File: config.mk
export PLATFORM = sky130hd
export DESIGN_NAME = mirl_top
export DESIGN_NICKNAME = d
export VERILOG_FILES = /design/src/hw/mirl_top.v /design/src/hw/mirl_edge_det.v /design/src/hw/mirl_prio.v
export VERILOG_INCLUDE_DIRS = /design/src /design/src/hw
export SDC_FILE = /design/constraint.sdc
export NUM_CORES = 1
export LEC_CHECK = 0
export ABC_AREA = 1
export BUFFER_PORTS_ARGS = -buffer_cell sky130_fd_sc_hd__buf_2
export CAP_MARGIN = 5
export CELL_PAD_IN_SITES_DETAIL_PLACEMENT = 1
export CELL_PAD_IN_SITES_GLOBAL_PLACEMENT = 2
export CORE_MARGIN = 5
export CORE_UTILIZATION = 25
export DETAILED_ROUTE_END_ITERATION = 7
export PLACE_DENSITY_LB_ADDON = 0.1
export SLEW_MARGIN = 20
export SYNTH_ARGS = -nofsm -noshare
export SYNTH_HDL_FRONTEND = slang
export SYNTH_SLANG_ARGS = --single-unit
File: constraint.sdc
create_clock -name pclk -period 2 [get_ports pclk]
set_input_delay 0.1 -clock pclk [delete_from_list [all_inputs] [get_ports pclk]]
set_output_delay 0.1 -clock pclk [all_outputs]
set_load 0.005 [all_outputs]
File: src/hw/mirl_defines.vh
// Behaviour
// - With core mask set: reset, then trap; primary and timer/secondary are not presented.
// - With core mask clear: primary second, timer/secondary third, trap lowest.
// - Vectors FFE/FFF reset, FFC/FFD trap, FFA/FFB primary, FF8/FF9 shared.
// - Requests arriving while masked stay pending until the mask clears.
// - Timer and secondary share one vector; software reads both flags.
// - Software clears timer and secondary flags by writing 0; 1 leaves them.
// - External requests register only on a high-to-low pin transition.
// - Secondary flag at misc bit 7, its mask at misc bit 6.
// - Secondary mask set blocks its interrupt; the flag still sets.
// - Secondary pin level always readable as a plain input bit.
// - Set timer or secondary flag interrupts the core when core mask clear.
// - Timer flag, control bit 7, sets at count zero; reset clears it.
// - Timer mask, control bit 6, blocks timer interrupt; reset sets it.
// - Writing 1 to control bit 3 clears the prescaler; it reads 0.
// - Timer control bits 5, 4, 2, 1, 0 read as 1.
// - Secondary flag sets on a falling pin edge; reset clears it.
// - Misc register bits 5 to 0 read as 1.
// - Software trap is taken regardless of core mask.
// - Primary pin level readable for bit-test branches.
// - Accepting an interrupt stacks state, sets mask, fetches vector: 11 cycles.
`ifndef MIRL_DEFINES_VH
`define MIRL_DEFINES_VH
// register byte addresses
`define MIRL_TCR_ADDR     12'h000
`define MIRL_MISC_ADDR    12'h004
`define MIRL_STAT_ADDR    12'h008
`define MIRL_VEC_ADDR     12'h00C
// field positions
`define MIRL_FLAG_BIT     7
`define MIRL_MASK_BIT     6
`define MIRL_PCLR_BIT     3
// fixed read patterns of unused bits
`define MIRL_TCR_ONES     8'h37
`define MIRL_MISC_ONES    8'h3F
// vector addresses (high byte of each pair)
`define MIRL_VEC_RESET    12'hFFE
`define MIRL_VEC_TRAP     12'hFFC
`define MIRL_VEC_EXT1     12'hFFA
`define MIRL_VEC_SHARED   12'hFF8
// source codes
`define MIRL_SRC_NONE     3'h0
`define MIRL_SRC_RESET    3'h1
`define MIRL_SRC_TRAP     3'h2
`define MIRL_SRC_EXT1     3'h3
`define MIRL_SRC_SHARED   3'h4
// acceptance sequence length in cycles
`define MIRL_ACCEPT_CYC   4'hB
`endif

File: src/hw/mirl_top.v
`timescale 1ns/1ps
`default_nettype none
module mirl_top (
  // apb
  input  wire        pclk,
  input  wire        presetn,
  input  wire        psel,
  input  wire        penable,
  input  wire        pwrite,
  input  wire [11:0] paddr,
  input  wire [31:0] pwdata,
  output reg  [31:0] prdata,
  output reg         pready,
  output reg         pslverr,
  // external request pins
  input  wire        ext_req_primary_n,
  input  wire        ext_req_secondary,
  // timer and core
  input  wire        timer_zero,
  input  wire        software_trap,
  input  wire        core_mask,
  input  wire        core_ack,
  input  wire        return_from_trap,
  // outputs to core and timer
  output reg         irq_q,
  output reg  [2:0]  irq_src_q,
  output reg  [11:0] vector_q,
  output reg         accept_busy_q,
  output reg         prescaler_clear,
  output reg         ext1_level_q,
  output reg         ext2_level_q
);
  `include "mirl_defines.vh"

  // apb transfer strobes
  wire apb_acc = psel & penable;
  wire wr_en   = apb_acc & pwrite;

  wire        ext1_lvl;
  wire        ext1_fall;
  wire        ext2_lvl;
  wire        ext2_fall;
  reg         timer_req_flag;
  reg         timer_req_mask;
  reg         ext2_req_flag;
  reg         ext2_req_mask;
  reg         ext1_pend_q;
  reg         trap_pend_q;
  reg         rst_pend_q;
  reg         in_service_q;
  reg  [3:0]  accept_cnt_q;
  wire [2:0]  win_src;
  wire [11:0] win_vec;

  ////////////////////////////////////////////////////////////////////////////
  // addressed-register test, shared by write and read decode
  function hit;
    input [11:0] a;
    input [11:0] r;
    begin
      hit = (a == r);
    end
  endfunction

  ////////////////////////////////////////////////////////////////////////////
  // pin conditioning
  mirl_edge_det u_ext1 (
    .pclk    (pclk),
    .presetn (presetn),
    .pin_in  (ext_req_primary_n),
    .level_q (ext1_lvl),
    .fall_q  (ext1_fall)
  );

  mirl_edge_det u_ext2 (
    .pclk    (pclk),
    .presetn (presetn),
    .pin_in  (ext_req_secondary),
    .level_q (ext2_lvl),
    .fall_q  (ext2_fall)
  );

  ////////////////////////////////////////////////////////////////////////////
  // pin levels as plain inputs
  // secondary level readable
  always @(posedge pclk or negedge presetn) begin
    if (!presetn) begin
      ext1_level_q <= 1'b1;
      ext2_level_q <= 1'b1;
    end else begin
      ext1_level_q <= ext1_lvl;
      ext2_level_q <= ext2_lvl;
    end
  end

  ////////////////////////////////////////////////////////////////////////////
  // timer control: flag and mask; set beats a same-cycle clear
  always @(posedge pclk or negedge presetn) begin
    if (!presetn) begin
      timer_req_flag <= 1'b0;
      timer_req_mask <= 1'b1;
    end else begin
      if (wr_en && hit(paddr, `MIRL_TCR_ADDR)) begin
        timer_req_mask <= pwdata[`MIRL_MASK_BIT];
        if (!pwdata[`MIRL_FLAG_BIT])
          timer_req_flag <= 1'b0;
      end
      if (timer_zero)
        timer_req_flag <= 1'b1;
    end
  end

  ////////////////////////////////////////////////////////////////////////////
  // prescaler clear pulse, never stored for readback
  // write one clears
  always @(posedge pclk or negedge presetn) begin
    if (!presetn)
      prescaler_clear <= 1'b0;
    else
      prescaler_clear <= wr_en & hit(paddr, `MIRL_TCR_ADDR) & pwdata[`MIRL_PCLR_BIT];
  end

  ////////////////////////////////////////////////////////////////////////////
  // misc register: secondary flag and mask
  always @(posedge pclk or negedge presetn) begin
    if (!presetn) begin
      ext2_req_flag <= 1'b0;
      ext2_req_mask <= 1'b1;
    end else begin
      if (wr_en && hit(paddr, `MIRL_MISC_ADDR)) begin
        ext2_req_mask <= pwdata[`MIRL_MASK_BIT];
        if (!pwdata[`MIRL_FLAG_BIT])
          ext2_req_flag <= 1'b0;
      end
      if (ext2_fall)
        ext2_req_flag <= 1'b1;
    end
  end

  ////////////////////////////////////////////////////////////////////////////
  // latched primary, trap and reset requests; cleared when the core takes them
  // held while masked
  always @(posedge pclk or negedge presetn) begin
    if (!presetn) begin
      ext1_pend_q <= 1'b0;
      trap_pend_q <= 1'b0;
      rst_pend_q  <= 1'b1;
    end else begin
      if (core_ack && irq_q && irq_src_q == `MIRL_SRC_EXT1)
        ext1_pend_q <= 1'b0;
      if (core_ack && irq_q && irq_src_q == `MIRL_SRC_TRAP)
        trap_pend_q <= 1'b0;
      if (core_ack && irq_q && irq_src_q == `MIRL_SRC_RESET)
        rst_pend_q <= 1'b0;
      if (ext1_fall)
        ext1_pend_q <= 1'b1;
      if (software_trap)
        trap_pend_q <= 1'b1;
    end
  end

  ////////////////////////////////////////////////////////////////////////////
  // arbitration; shared source is the or of two unmasked flags
  // one shared vector
  mirl_prio u_prio (
    .core_mask  (core_mask),
    .rst_req    (rst_pend_q),
    .trap_req   (trap_pend_q),
    .ext1_req   (ext1_pend_q),
    .shared_req ((timer_req_flag & ~timer_req_mask) | (ext2_req_flag & ~ext2_req_mask)),
    .src        (win_src),
    .vec        (win_vec)
  );

  ////////////////////////////////////////////////////////////////////////////
  // acceptance sequence: 11 cycles of stacking and vector fetch,
  // then in service until return; a new request waits for the window, and for return unless it is reset or core mask is clear
  // eleven cycle accept
  always @(posedge pclk or negedge presetn) begin
    if (!presetn) begin
      accept_cnt_q  <= 4'h0;
      accept_busy_q <= 1'b0;
      in_service_q  <= 1'b0;
    end else begin
      if (accept_cnt_q != 4'h0) begin
        accept_cnt_q  <= accept_cnt_q - 4'h1;
        accept_busy_q <= (accept_cnt_q != 4'h1);
      end else if (core_ack && irq_q) begin
        accept_cnt_q  <= `MIRL_ACCEPT_CYC - 4'h1;
        accept_busy_q <= 1'b1;
        in_service_q  <= 1'b1;
      end
      if (return_from_trap)
        in_service_q <= 1'b0;
    end
  end

  ////////////////////////////////////////////////////////////////////////////
  // request presented to the core; dropped while accepting
  always @(posedge pclk or negedge presetn) begin
    if (!presetn) begin
      irq_q     <= 1'b0;
      irq_src_q <= `MIRL_SRC_NONE;
      vector_q  <= `MIRL_VEC_RESET;
    end else begin
      irq_q     <= (win_src != `MIRL_SRC_NONE) && !accept_busy_q && !(core_ack && irq_q)
                   && (!in_service_q || win_src == `MIRL_SRC_RESET || core_mask == 1'b0);
      irq_src_q <= win_src;
      vector_q  <= win_vec;
    end
  end

  ////////////////////////////////////////////////////////////////////////////
  // apb slave: zero wait states, error on unmapped or write to read-only
  always @(posedge pclk or negedge presetn) begin
    if (!presetn) begin
      prdata  <= 32'h0000_0000;
      pready  <= 1'b0;
      pslverr <= 1'b0;
    end else begin
      pready  <= psel & ~penable;
      pslverr <= 1'b0;
      prdata  <= 32'h0000_0000;
      if (psel && !penable) begin
        if (hit(paddr, `MIRL_TCR_ADDR)) begin
          prdata[7:0] <= {timer_req_flag, timer_req_mask, 6'h00} | `MIRL_TCR_ONES;
        end else if (hit(paddr, `MIRL_MISC_ADDR)) begin
          prdata[7:0] <= {ext2_req_flag, ext2_req_mask, 6'h00} | `MIRL_MISC_ONES;
        end else if (hit(paddr, `MIRL_STAT_ADDR)) begin
          prdata[7:0] <= {accept_busy_q, in_service_q, rst_pend_q, trap_pend_q,
                          ext1_pend_q, irq_q, ext2_lvl, ext1_lvl};
          pslverr     <= pwrite;
        end else if (hit(paddr, `MIRL_VEC_ADDR)) begin
          prdata[11:0] <= vector_q;
          pslverr      <= pwrite;
        end else begin
          pslverr <= 1'b1;
        end
      end
    end
  end
endmodule
`default_nettype wire

File: src/hw/mirl_edge_det.v
`timescale 1ns/1ps
`default_nettype none
module mirl_edge_det (
  // clock and reset
  input  wire pclk,
  input  wire presetn,
  // pin and results
  input  wire pin_in,
  output reg  level_q,
  output reg  fall_q
);
  reg meta_q;
  reg prev_q;

  ////////////////////////////////////////////////////////////////////////////
  // idle pins are high, so sync chain resets high to avoid a false edge
  // sync and compare
  always @(posedge pclk or negedge presetn) begin
    if (!presetn) begin
      meta_q  <= 1'b1;
      level_q <= 1'b1;
      prev_q  <= 1'b1;
      fall_q  <= 1'b0;
    end else begin
      meta_q  <= pin_in;
      level_q <= meta_q;
      prev_q  <= level_q;
      fall_q  <= prev_q & ~level_q;
    end
  end
endmodule
`default_nettype wire

File: src/hw/mirl_prio.v
`timescale 1ns/1ps
`default_nettype none
module mirl_prio (
  // requests
  input  wire       core_mask,
  input  wire       rst_req,
  input  wire       trap_req,
  input  wire       ext1_req,
  input  wire       shared_req,
  // winner
  output reg  [2:0] src,
  output reg  [11:0] vec
);
  `include "mirl_defines.vh"

  ////////////////////////////////////////////////////////////////////////////
  // the trap is an instruction, so with mask clear it only waits its turn
  // vector per source
  always @* begin
    src = `MIRL_SRC_NONE;
    vec = `MIRL_VEC_RESET;
    if (rst_req) begin
      src = `MIRL_SRC_RESET;
      vec = `MIRL_VEC_RESET;
    end else if (core_mask) begin
      if (trap_req) begin
        src = `MIRL_SRC_TRAP;
        vec = `MIRL_VEC_TRAP;
      end
    end else if (ext1_req) begin
      src = `MIRL_SRC_EXT1;
      vec = `MIRL_VEC_EXT1;
    end else if (shared_req) begin
      src = `MIRL_SRC_SHARED;
      vec = `MIRL_VEC_SHARED;
    end else if (trap_req) begin
      src = `MIRL_SRC_TRAP;
      vec = `MIRL_VEC_TRAP;
    end
  end
endmodule
`default_nettype wire

==> results of run 1 <==
-- layout make-up --
type / count / area [sq um]
Timing Repair Buffer: 54 / 290
Inverter: 37 / 139
Multi-Input combinational cell: 136 / 659
Sequential cell: 39 / 990
Clock inverter: 2 / 12.5
Fill cell: 938 / 5360
Tap cell: 102 / 128
Clock buffer: 6 / 72.6
-- power groups by stage --
stage / clock, W / sequential (W) / combinational [W]
after global placement: 0 / 0.00104 / 0.000455
after global routing: 0.000585 / 0.00103 / 0.000537
after CTS: 0.000552 / 0.00102 / 0.000470
final: 0.000525 / 0.00101 / 0.000453
after detailed placement: 0 / 0.00103 / 0.000462
after floorplan: 0 / 0.00101 / 0.000322
-- registers in the layout (all words and copies together), names as in the netlist, 2 cells and up --
signal and cells:
irq_src_q 3, prdata 9, vector_q 2, accept_cnt_q 4
-- Yosys cell counts (all sizes together) --
master	instances	area, sq um
a21oi	13	65.1
nand4	1	6.26
or2	1	6.26
nor4	1	6.26
o21ai	7	35.0
dfrtp	28	701
xor2	2	17.5
nor3	1	5.00
ha	2	25.0
nor2	21	93.8
dfstp	11	289
inv	37	139
o22ai	1	6.26
conb	2	7.51
nor3b	1	7.51
a32oi	1	8.76
buf	34	259
nand2	30	118
o211ai	2	20.0
o21bai	3	22.5
nand3	18	95.1
a311oi	1	8.76
-- kinds of logic (layout without fill, tap and decap cells) --
logic type / count (synthesis) / in the layout / synth area share [%]
AOI/OAI and AO/OA: 28 / 28 / 8.57
and+or+nand+nor: 74 / 74 / 17.4
buffers and inverters: 71 / 99 / 20.5
other: 2 / 30 / 0.387
xor gates and xnor gates: 2 / 2 / 0.902
adders and majority gates: 2 / 2 / 1.29
DFF: 39 / 39 / 51.0
-- worst reg2reg max path: stages (launching register included) --
cell and delay [ns]:
dfrtp_1 0.39, inv_1 0.12, ha_1 0.19, inv_1 0.06, nor2_1 0.21, nand2_1 0.10
inv_1 0.13, o21ai_0 0.09
-- metrics by stage --
stage	hold slack (ns)	total power (W)	util [%]	setup WS (ns)	cells
6_report	0.0164	0.00199	30.0	0.610	376
4_1_cts	0.00571	0.00204	30.0	0.602	376
3_5_place_dp	0.206	0.00149	28.3	0.594	364
2_1_floorplan	-0.196	0.00134	-	0.819	246
3_3_place_gp	0.205	0.00149	28.3	0.589	364
5_1_grt	0.00778	0.00216	30.0	0.486	376
-- worst paths after layout --
path	startpoint	end	slack, ns	depth (start not counted)
max reg2reg	accept_cnt_q[0]$_DFFE_PN0P_	accept_cnt_q[1]$_DFFE_PN0P_	0.61	7
max in group asynchronous	presetn	prdata[10]$_DFF_PN0_	1.00	2
min reg2reg	u_ext2.meta_q$_DFF_PN1_	u_ext2.level_q$_DFF_PN1_	0.36	0
max	accept_cnt_q[0]$_DFFE_PN0P_	accept_cnt_q[1]$_DFFE_PN0P_	0.61	7
min	software_trap	trap_pend_q$_DFFE_PN0P_	0.02	2
min in group asynchronous	presetn	accept_cnt_q[1]$_DFFE_PN0P_	0.46	2
-- metal layers --
metal,wire length (um),vias up
met4,27,0
met5,0,-
met1,2030,689
li1,-,724
met2,2090,51
met3,347,4
-- repair_timing --
action | in CTS | in global routing
resized for setup | 0 | 0
hold endpoints to repair | 31 | 0
hold buffers | 4 | 0
==> impl_metrics.env, run 1 <==
export IMPL_status="finished, final reports clean"
export IMPL_setup_viol=0
export IMPL_final_common_cell="buf_2"
export IMPL_crit_top_cell="inv_1"
export IMPL_cts_root_buf="clkbuf_8"
export IMPL_placementRows=32
export IMPL_pwr_share_seq_pct=50.9
export IMPL_vdd_drop_max_uv=304
export IMPL_crit_buf_inv=3
export IMPL_cp_arrival_ns=1.58
export IMPL_drc=0
export IMPL_drt_first_pass_iters=4
export IMPL_relSlewSlack_pct=41.8
export IMPL_ant_nets=0
export IMPL_p_sw_w=0.000641
export IMPL_final_setup_skew_ns=0.00969
export IMPL_criticalPathCategory="reg2reg"
export IMPL_grt_pass1_wl_um=7270
export IMPL_dieArea_sq_um=9630
export IMPL_cp_required_ns=2.19
export IMPL_grt_total_usage_pct=9.45
export IMPL_placed_cell_area_sq_um=2170
export IMPL_finalCritPeriodShare_pct=69.5
export IMPL_routabilityCongestion=0.703
export IMPL_power_internal_w=0.00135
export IMPL_ctsHtreeMaxLevel=2
export IMPL_critPathCaptureType="register"
export IMPL_critPathMaxFanout=4
export IMPL_diodes=0
export IMPL_synth_seq_cells=39
export IMPL_core_area_sq_um=7650
export IMPL_cts_sinks=39
export IMPL_cp_cell_sequence="inv_1 -> ha_1 -> inv_1 -> nor2_1 -> nand2_1 -> inv_1 -> o21ai_0"
export IMPL_drive_above_1_share_pct=28.1
export IMPL_yosysUniqueCellTypes=28
export IMPL_max_slew_worst_pin_slew_ns=0.872
export IMPL_fmax_mhz=720
export IMPL_postCtsSetupBuffers=0
export IMPL_yosysWarnings=0
export IMPL_switching_share_pct=32.2
export IMPL_syn_area_sq_um=1940
export IMPL_p_leak_nw=1.27
export IMPL_use_met2_pct=14.8
export IMPL_fin_nets=331
export IMPL_stdcell_area_sq_um=2290
export IMPL_initialDrtViolationCount=27
export IMPL_area_growth_pct=18.0
export IMPL_syn_inst=218
export IMPL_busiest_layer="met2"
export IMPL_finalSetupTns_ns=0
export IMPL_io_buffers=50
export IMPL_grt_max_degree=40
export IMPL_use_met3_pct=3.29
export IMPL_cts_buffers_inserted=5
export IMPL_drt_vias_per_instance=3.90
export IMPL_synth_seq_area_share_pct=51.0
export IMPL_avgSynthCellArea_sq_um=8.91
export IMPL_initial_core_util_pct=25.4
export IMPL_grt_setup_unrepaired="false"
export IMPL_clk_pin_slew_ns=0.08
export IMPL_hold_violations=0
export IMPL_most_common_layout_cells="buf_2, inv_1, conb_1"
export IMPL_grt_overflow=0
export IMPL_routedWlPerCell_um=12.0
export IMPL_die_w_um=98.1
export IMPL_vias=1468
export IMPL_post_route_min_period_ns=1.39
export IMPL_critPathMaxStageDelay_ns=0.39
export IMPL_cp_top_family="flip-flops"
export IMPL_boundaryPins=110
export IMPL_routed_wl_um=4500
export IMPL_slew_violations=0
export IMPL_dp_hpwl_um=3540
export IMPL_grt_pass1_vias=1500
export IMPL_cts_tree="built"
export IMPL_cp_slowest_cell="dfrtp_1"
export IMPL_die_h_um=98.1
export IMPL_maxCapViolCount=0
export IMPL_power_density_nw_per_um2=869
export IMPL_grtUsageMet1_pct=12.1
export IMPL_pwr_share_clk_pct=26.4
export IMPL_grt_antenna_before_repair=0
export IMPL_clock_latency_ns=0.30
export IMPL_cts_path_max_buffers=2
export IMPL_p_comb_share_pct=22.8
export IMPL_hp_class="in2reg"
export IMPL_cp_start_kind="register"
Note: power is estimated with default switching activity, not from simulation.
==> run 2: changes to the inputs <==
- CORE_UTILIZATION: 25 -> 21
- clock period: 2 -> 1.2 ns (I/O delays scaled with it)
==> run 2 against run 1 <==
  * Sequential share of layout area is 4.9 points lower
  * Critical path type unchanged
  * Final cell count is 9.3% higher
  * Critical path depth is 1 higher
  * Total power is 99% higher
  * First-iteration DRC count is 19% lower
  * Core utilization is 1.6 points lower
  * Design area is 13% higher
  * Combinational power grew to 2.6 times the previous value
  * Via count is 6.4% higher
  * Largest power group unchanged
  * Wire length is 11% higher
  * Critical endpoint unchanged
==> impl_metrics.env, run 2 (same netlist as run 1, synthesis figures left out) <==
export IMPL_r2r_start="accept_cnt_q[0]$_DFFE_PN0P_"
export IMPL_clk_pin_slew_ns=0.08
export IMPL_routabilityCongestion=0.685
export IMPL_cts_sinks=39
export IMPL_core_area_sq_um=9110
export IMPL_cp_required_ns=1.42
export IMPL_setup_viol=0
export IMPL_post_route_min_period_ns=1.12
export IMPL_whs_ns=0.00727
export IMPL_initialDrtViolationCount=22
export IMPL_cts_tree="built"
export IMPL_drive_above_1_share_pct=37.0
export IMPL_multi_input_area_sq_um=696
export IMPL_power_density_nw_per_um2=1530
export IMPL_r2r_cells=8
export IMPL_critPathMaxFanout=4
export IMPL_min_path_cells=3
export IMPL_cp_slowest_cell="dfrtp_1"
export IMPL_grt_total_usage_pct=9.25
export IMPL_fin_nets=357
export IMPL_cts_root_buf="clkbuf_8"
export IMPL_drc=0
export IMPL_vias=1562
export IMPL_ctsHtreeMaxLevel=2
export IMPL_r2r_end="accept_cnt_q[1]$_DFFE_PN0P_"
export IMPL_min_from="pwrite"
export IMPL_grt_pass1_vias=1685
export IMPL_dp_hpwl_um=4040
export IMPL_cp_cell_sequence="inv_2 -> ha_4 -> inv_2 -> nor2_4 -> nand2_2 -> inv_2 -> nand2_1 -> o21ai_0"
export IMPL_dp_cells=396
export IMPL_grt_max_degree=24
export IMPL_n_fill_cell=1105
export IMPL_cts_buffers_inserted=5
export IMPL_crit_top_cell="inv_2"
export IMPL_dieArea_sq_um=11300
export IMPL_largest_reg_flops=9
export IMPL_placementRows=35
export IMPL_hold_violations=0
export IMPL_io_buffers=50
export IMPL_grt_setup_unrepaired="false"
export IMPL_diodes=0
export IMPL_fmax_mhz=894
export IMPL_whs_endpoint="pslverr$_DFF_PN0_"
export IMPL_reg_top3="prdata x9, accept_cnt_q x4, irq_src_q x3"
export IMPL_die_w_um=106
export IMPL_cp_arrival_ns=1.34
export IMPL_grt_antenna_before_repair=0
export IMPL_stdcell_count=411
export IMPL_regArea_sq_um=990
export IMPL_cts_path_max_buffers=2
export IMPL_boundaryPins=110
export IMPL_criticalPathCategory="reg2reg"
export IMPL_status="finished, final reports clean"
export IMPL_ant_nets=0
export IMPL_postLayoutCoreUtil_pct=28.3
export IMPL_die_h_um=106
export IMPL_routed_wl_um=4990
export IMPL_drt_vias_per_instance=3.80
export IMPL_grt_pass1_wl_um=8260
export IMPL_initial_core_util_pct=21.3
export IMPL_regMostFlops="prdata"
export IMPL_critPathCaptureType="register"
export IMPL_most_common_layout_cells="buf_2, inv_1, conb_1"
export IMPL_drt_first_pass_iters=3
export IMPL_grt_overflow=0
export IMPL_area_growth_pct=32.9
export IMPL_routedWlPerCell_um=12.1
export IMPL_final_common_cell="buf_2"
export IMPL_final_setup_skew_ns=0.00696
export IMPL_critPathMaxStageDelay_ns=0.39
export IMPL_maxCapViolCount=0
export IMPL_slew_violations=0
export IMPL_clock_latency_ns=0.29
export IMPL_p_leak_nw=1.41
export IMPL_r2r_slack_ns=0.08
export IMPL_cp_start_kind="register"
export IMPL_vdd_drop_max_uv=466
export IMPL_hp_class="in2reg"
export IMPL_finalCritPeriodShare_pct=93.2
export IMPL_postCtsSetupBuffers=0
-- run 2: worst max-delay path by stage --
stage / start / end / slack [ns] / cells past startpoint
after floorplan: accept_cnt_q[0]$_DFFE_PN0P_ / accept_cnt_q[1]$_DFFE_PN0P_ / 0.02 / 7
after global placement: accept_cnt_q[1]$_DFFE_PN0P_ / accept_busy_q$_DFFE_PN0P_ / -0.08 / 7
after detailed placement: accept_cnt_q[0]$_DFFE_PN0P_ / accept_cnt_q[1]$_DFFE_PN0P_ / -0.1 / 7
after CTS: accept_cnt_q[0]$_DFFE_PN0P_ / accept_cnt_q[1]$_DFFE_PN0P_ / 0.007 / 8
after global routing: accept_cnt_q[0]$_DFFE_PN0P_ / accept_cnt_q[1]$_DFFE_PN0P_ / 0.01 / 8
final: accept_cnt_q[0]$_DFFE_PN0P_ / accept_cnt_q[1]$_DFFE_PN0P_ / 0.08 / 8
-- run 2: per-stage QoR --
stage / TNS (ns) / instance area (sq um) / power [W] / setup slack (ns)
after global placement: -0.227 / 2360 / 0.00278 / -0.0845
final: 0 / 2580 / 0.00395 / 0.0815
after CTS: 0 / 2560 / 0.00398 / 0.00719
after global routing: 0 / 2580 / 0.00427 / 0.00991
after detailed placement: -0.290 / 2360 / 0.00279 / -0.0971
after floorplan: 0 / 2050 / 0.00223 / 0.0191
-- run 2: power breakdown --
part / internal (W) / total [W] / leakage (nW) / switching (W)
Sequential: 0.00155 / 0.00169 / 0.463 / 0.000135
Combinational: 0.000571 / 0.00116 / 0.892 / 0.000593
Clock: 0.000619 / 0.00110 / 0.0581 / 0.000485
-- run 2: timing repair --
| action | 4_1_cts | 5_1_grt |
|---|---|---|
| endpoints found under the setup margin | 7 | 5 |
| hold endpoints to repair | 17 | 0 |
| pin swaps | 2 | 2 |
| gates resized for setup | 7 | 5 |
| hold buffers | 7 | 0 |
| gates cloned | 0 | 0 |
-- run 2: layer usage --
| metal | vias to the layer above | wire length [um] | GRT usage (%) |
|---|---|---|---|
| li1 | 778 | - | - |
| met4 | 0 | 68 | 2.78 |
| met3 | 6 | 347 | 3.10 |
| met2 | 47 | 2240 | 14.3 |
| met1 | 731 | 2340 | 12.2 |
| met5 | - | 0 | 0 |
-- run 2: final cells by class --
class | count | share of cell area (%)
Sequential cell | 39 | 38.3
Multi-Input combinational cell | 136 | 27.0
Timing Repair Buffer | 80 | 19.6
Inverter | 37 | 5.38
Tap cell | 111 | 5.38
Clock buffer | 5 | 2.67
Clock inverter | 3 | 1.70
-- run 2: worst max-delay path: cells and delay by family (launching register included) --
family / cells / cell delay (ns)
compound gates: 1 / 0.06
fa+ha+maj: 1 / 0.14
buf+inv: 3 / 0.21
flops: 1 / 0.39
simple gates: 3 / 0.25
==> run 3: changes to the inputs <==
- HOLD_SLACK_MARGIN: default -> 0.05
- clock period: 1.2 -> 1 ns (I/O delays scaled with it)
==> run 3 against run 2 <==
  * Clock skew down 0.00051 ns
  * The run now ends with negative setup slack left
  * Worst hold slack better by 0.079 ns
  * Register-to-register slack worse by 0.23 ns
  * Clock power down 5%
  * Largest power group unchanged
  * Core utilization up 3.6 points
  * Largest cell class unchanged
  * First-iteration DRC count up 45%
  * Non-clock buffer count up 28
==> impl_metrics.env, run 3 (same netlist as run 1, synthesis figures left out) <==
export IMPL_grt_total_usage_pct=9.69
export IMPL_postLayoutCoreUtil_pct=32.0
export IMPL_setup_ws_ns=-0.145
export IMPL_fin_nets=386
export IMPL_ctsHtreeMaxLevel=2
export IMPL_most_common_layout_cells="buf_2, buf_4, conb_1"
export IMPL_diodes=0
export IMPL_fmax_mhz=874
export IMPL_slew_violations=0
export IMPL_area_growth_pct=50.0
export IMPL_grt_max_degree=40
export IMPL_preCtsSetupSlack_ns=-0.193
export IMPL_setup_viol=10
export IMPL_cp_start_kind="register"
export IMPL_vdd_drop_max_uv=533
export IMPL_grt_pass1_vias=1712
export IMPL_dieArea_sq_um=11300
export IMPL_finalSetupTns_ns=-0.743
export IMPL_stdcell_count=440
export IMPL_placementRows=35
export IMPL_cp_required_ns=1.18
export IMPL_initial_core_util_pct=21.3
export IMPL_io_buffers=50
export IMPL_hp_class="in2reg"
export IMPL_grt_antenna_before_repair=0
export IMPL_largest_reg_flops=9
export IMPL_violations="negative setup slack"
export IMPL_drt_vias_per_instance=3.82
export IMPL_clock_latency_ns=0.29
export IMPL_reg_top3="prdata x9, accept_cnt_q x4, irq_src_q x3"
export IMPL_hold_violations=0
export IMPL_vias=1679
export IMPL_regMostFlops="prdata"
export IMPL_routedWlPerCell_um=12.7
export IMPL_grt_setup_unrepaired="true"
export IMPL_core_area_sq_um=9110
export IMPL_p_sw_w=0.00160
export IMPL_p_comb_share_pct=37.7
export IMPL_switching_share_pct=32.3
export IMPL_critPathMaxFanout=2
export IMPL_cts_path_max_buffers=2
export IMPL_post_route_min_period_ns=1.14
export IMPL_cp_arrival_ns=1.32
export IMPL_routabilityCongestion=0.735
export IMPL_grt_overflow=0
export IMPL_power_density_nw_per_um2=1700
export IMPL_die_w_um=106
export IMPL_grt_pass1_wl_um=8520
export IMPL_boundaryPins=110
export IMPL_dp_hpwl_um=4130
export IMPL_pwr_share_clk_pct=21.0
export IMPL_pwr_share_seq_pct=41.3
export IMPL_ant_nets=0
export IMPL_die_h_um=106
export IMPL_power_internal_w=0.00336
export IMPL_final_common_cell="buf_2"
export IMPL_maxCapViolCount=0
export IMPL_cts_tree="built"
export IMPL_dp_cells=414
export IMPL_cts_root_buf="clkbuf_8"
export IMPL_drive_above_1_share_pct=48.0
export IMPL_cts_sinks=39
export IMPL_routed_wl_um=5580
export IMPL_critPathCaptureType="register"
export IMPL_finalCritPeriodShare_pct=114
export IMPL_criticalPathCategory="reg2reg"
export IMPL_initialDrtViolationCount=32
export IMPL_status="finished, violations left"
export IMPL_drc=0
export IMPL_clk_pin_slew_ns=0.08
export IMPL_final_setup_skew_ns=0.00644
export IMPL_cts_buffers_inserted=5
export IMPL_drt_first_pass_iters=3
export IMPL_p_leak_nw=1.54
run 3: cell types whose count changed in the layout (fill, tap and decap cells not counted), sizes merged:
cell / delta
clkinv: -1
buf: +25
bufinv: -1
dlygate4sd3: +3
nor2: +1
clkbuf: +2
run 3: metal layers:
metal	up-vias	track usage [%]	share of wire, %
met2	46	16.3	49
met3	4	2.67	5.6
met1	791	11.9	45
met4	0	3.33	0.93
li1	838	-	-
met5	-	0	0
run 3: final timing paths:
| kind | to | start | slack, ns | cells past startpoint |
|---|---|---|---|---|
| hold / removal | irq_q$_DFF_PN0_ | core_mask | 0.09 | 4 |
| max in group asynchronous | vector_q[1]$_DFF_PN1_ | presetn | 0.47 | 3 |
| min in group asynchronous | prdata[2]$_DFF_PN0_ | presetn | 0.26 | 3 |
| setup / recovery | ext1_pend_q$_DFFE_PN0P_ | irq_q$_DFF_PN0_ | -0.14 | 4 |
| setup reg to reg | ext1_pend_q$_DFFE_PN0P_ | irq_q$_DFF_PN0_ | -0.14 | 4 |
| hold reg to reg | u_ext2.level_q$_DFF_PN1_ | u_ext2.meta_q$_DFF_PN1_ | 0.36 | 0 |
run 3: layout make-up:
type | instances | area (sq um)
fillers | 1096 | 6200
flip-flops and latches | 39 | 991
multi-input cells | 137 | 803
repair buffers | 108 | 757
inverters | 37 | 141
well taps | 111 | 139
clock buffers | 7 | 76.3
clock inverters | 1 | 5.00
run 3: power by group through the flow:
stage | Sequential, W | Combinational [W] | Clock, W
floorplan | 0.00204 | 0.000727 | 0
global placement | 0.00205 | 0.00160 | 0
CTS | 0.00203 | 0.00181 | 0.00112
finish | 0.00205 | 0.00187 | 0.00104
detailed placement | 0.00204 | 0.00162 | 0
global route | 0.00209 | 0.00209 | 0.00118
run 3: metrics by stage:
step,instance area [sq um],total power [W],hold slack (ns)
2_1_floorplan,2070,0.00277,-0.246
3_3_place_gp,2520,0.00365,0.0416
3_5_place_dp,2520,0.00366,0.0457
4_1_cts,2810,0.00497,0.0555
5_1_grt,2910,0.00536,0.0973
6_report,2910,0.00497,0.0863
run 3: worst max-delay path: stages, from the launching register on:
cell and delay [ns]:
dfrtp_1 0.38, nand2_2 0.10, nor3b_4 0.24, a21oi_2 0.08
or2_4 0.22
run 3: repair_timing:
action | CTS | global route
endpoints found under the hold margin | 49 | 0
pin swaps | 9 | 14
resized for setup | 21 | 20
hold buffers | 10 | 0
buffers inserted | 3 | 7
cloned | 0 | 1
endpoints found under the setup margin | 17 | 23
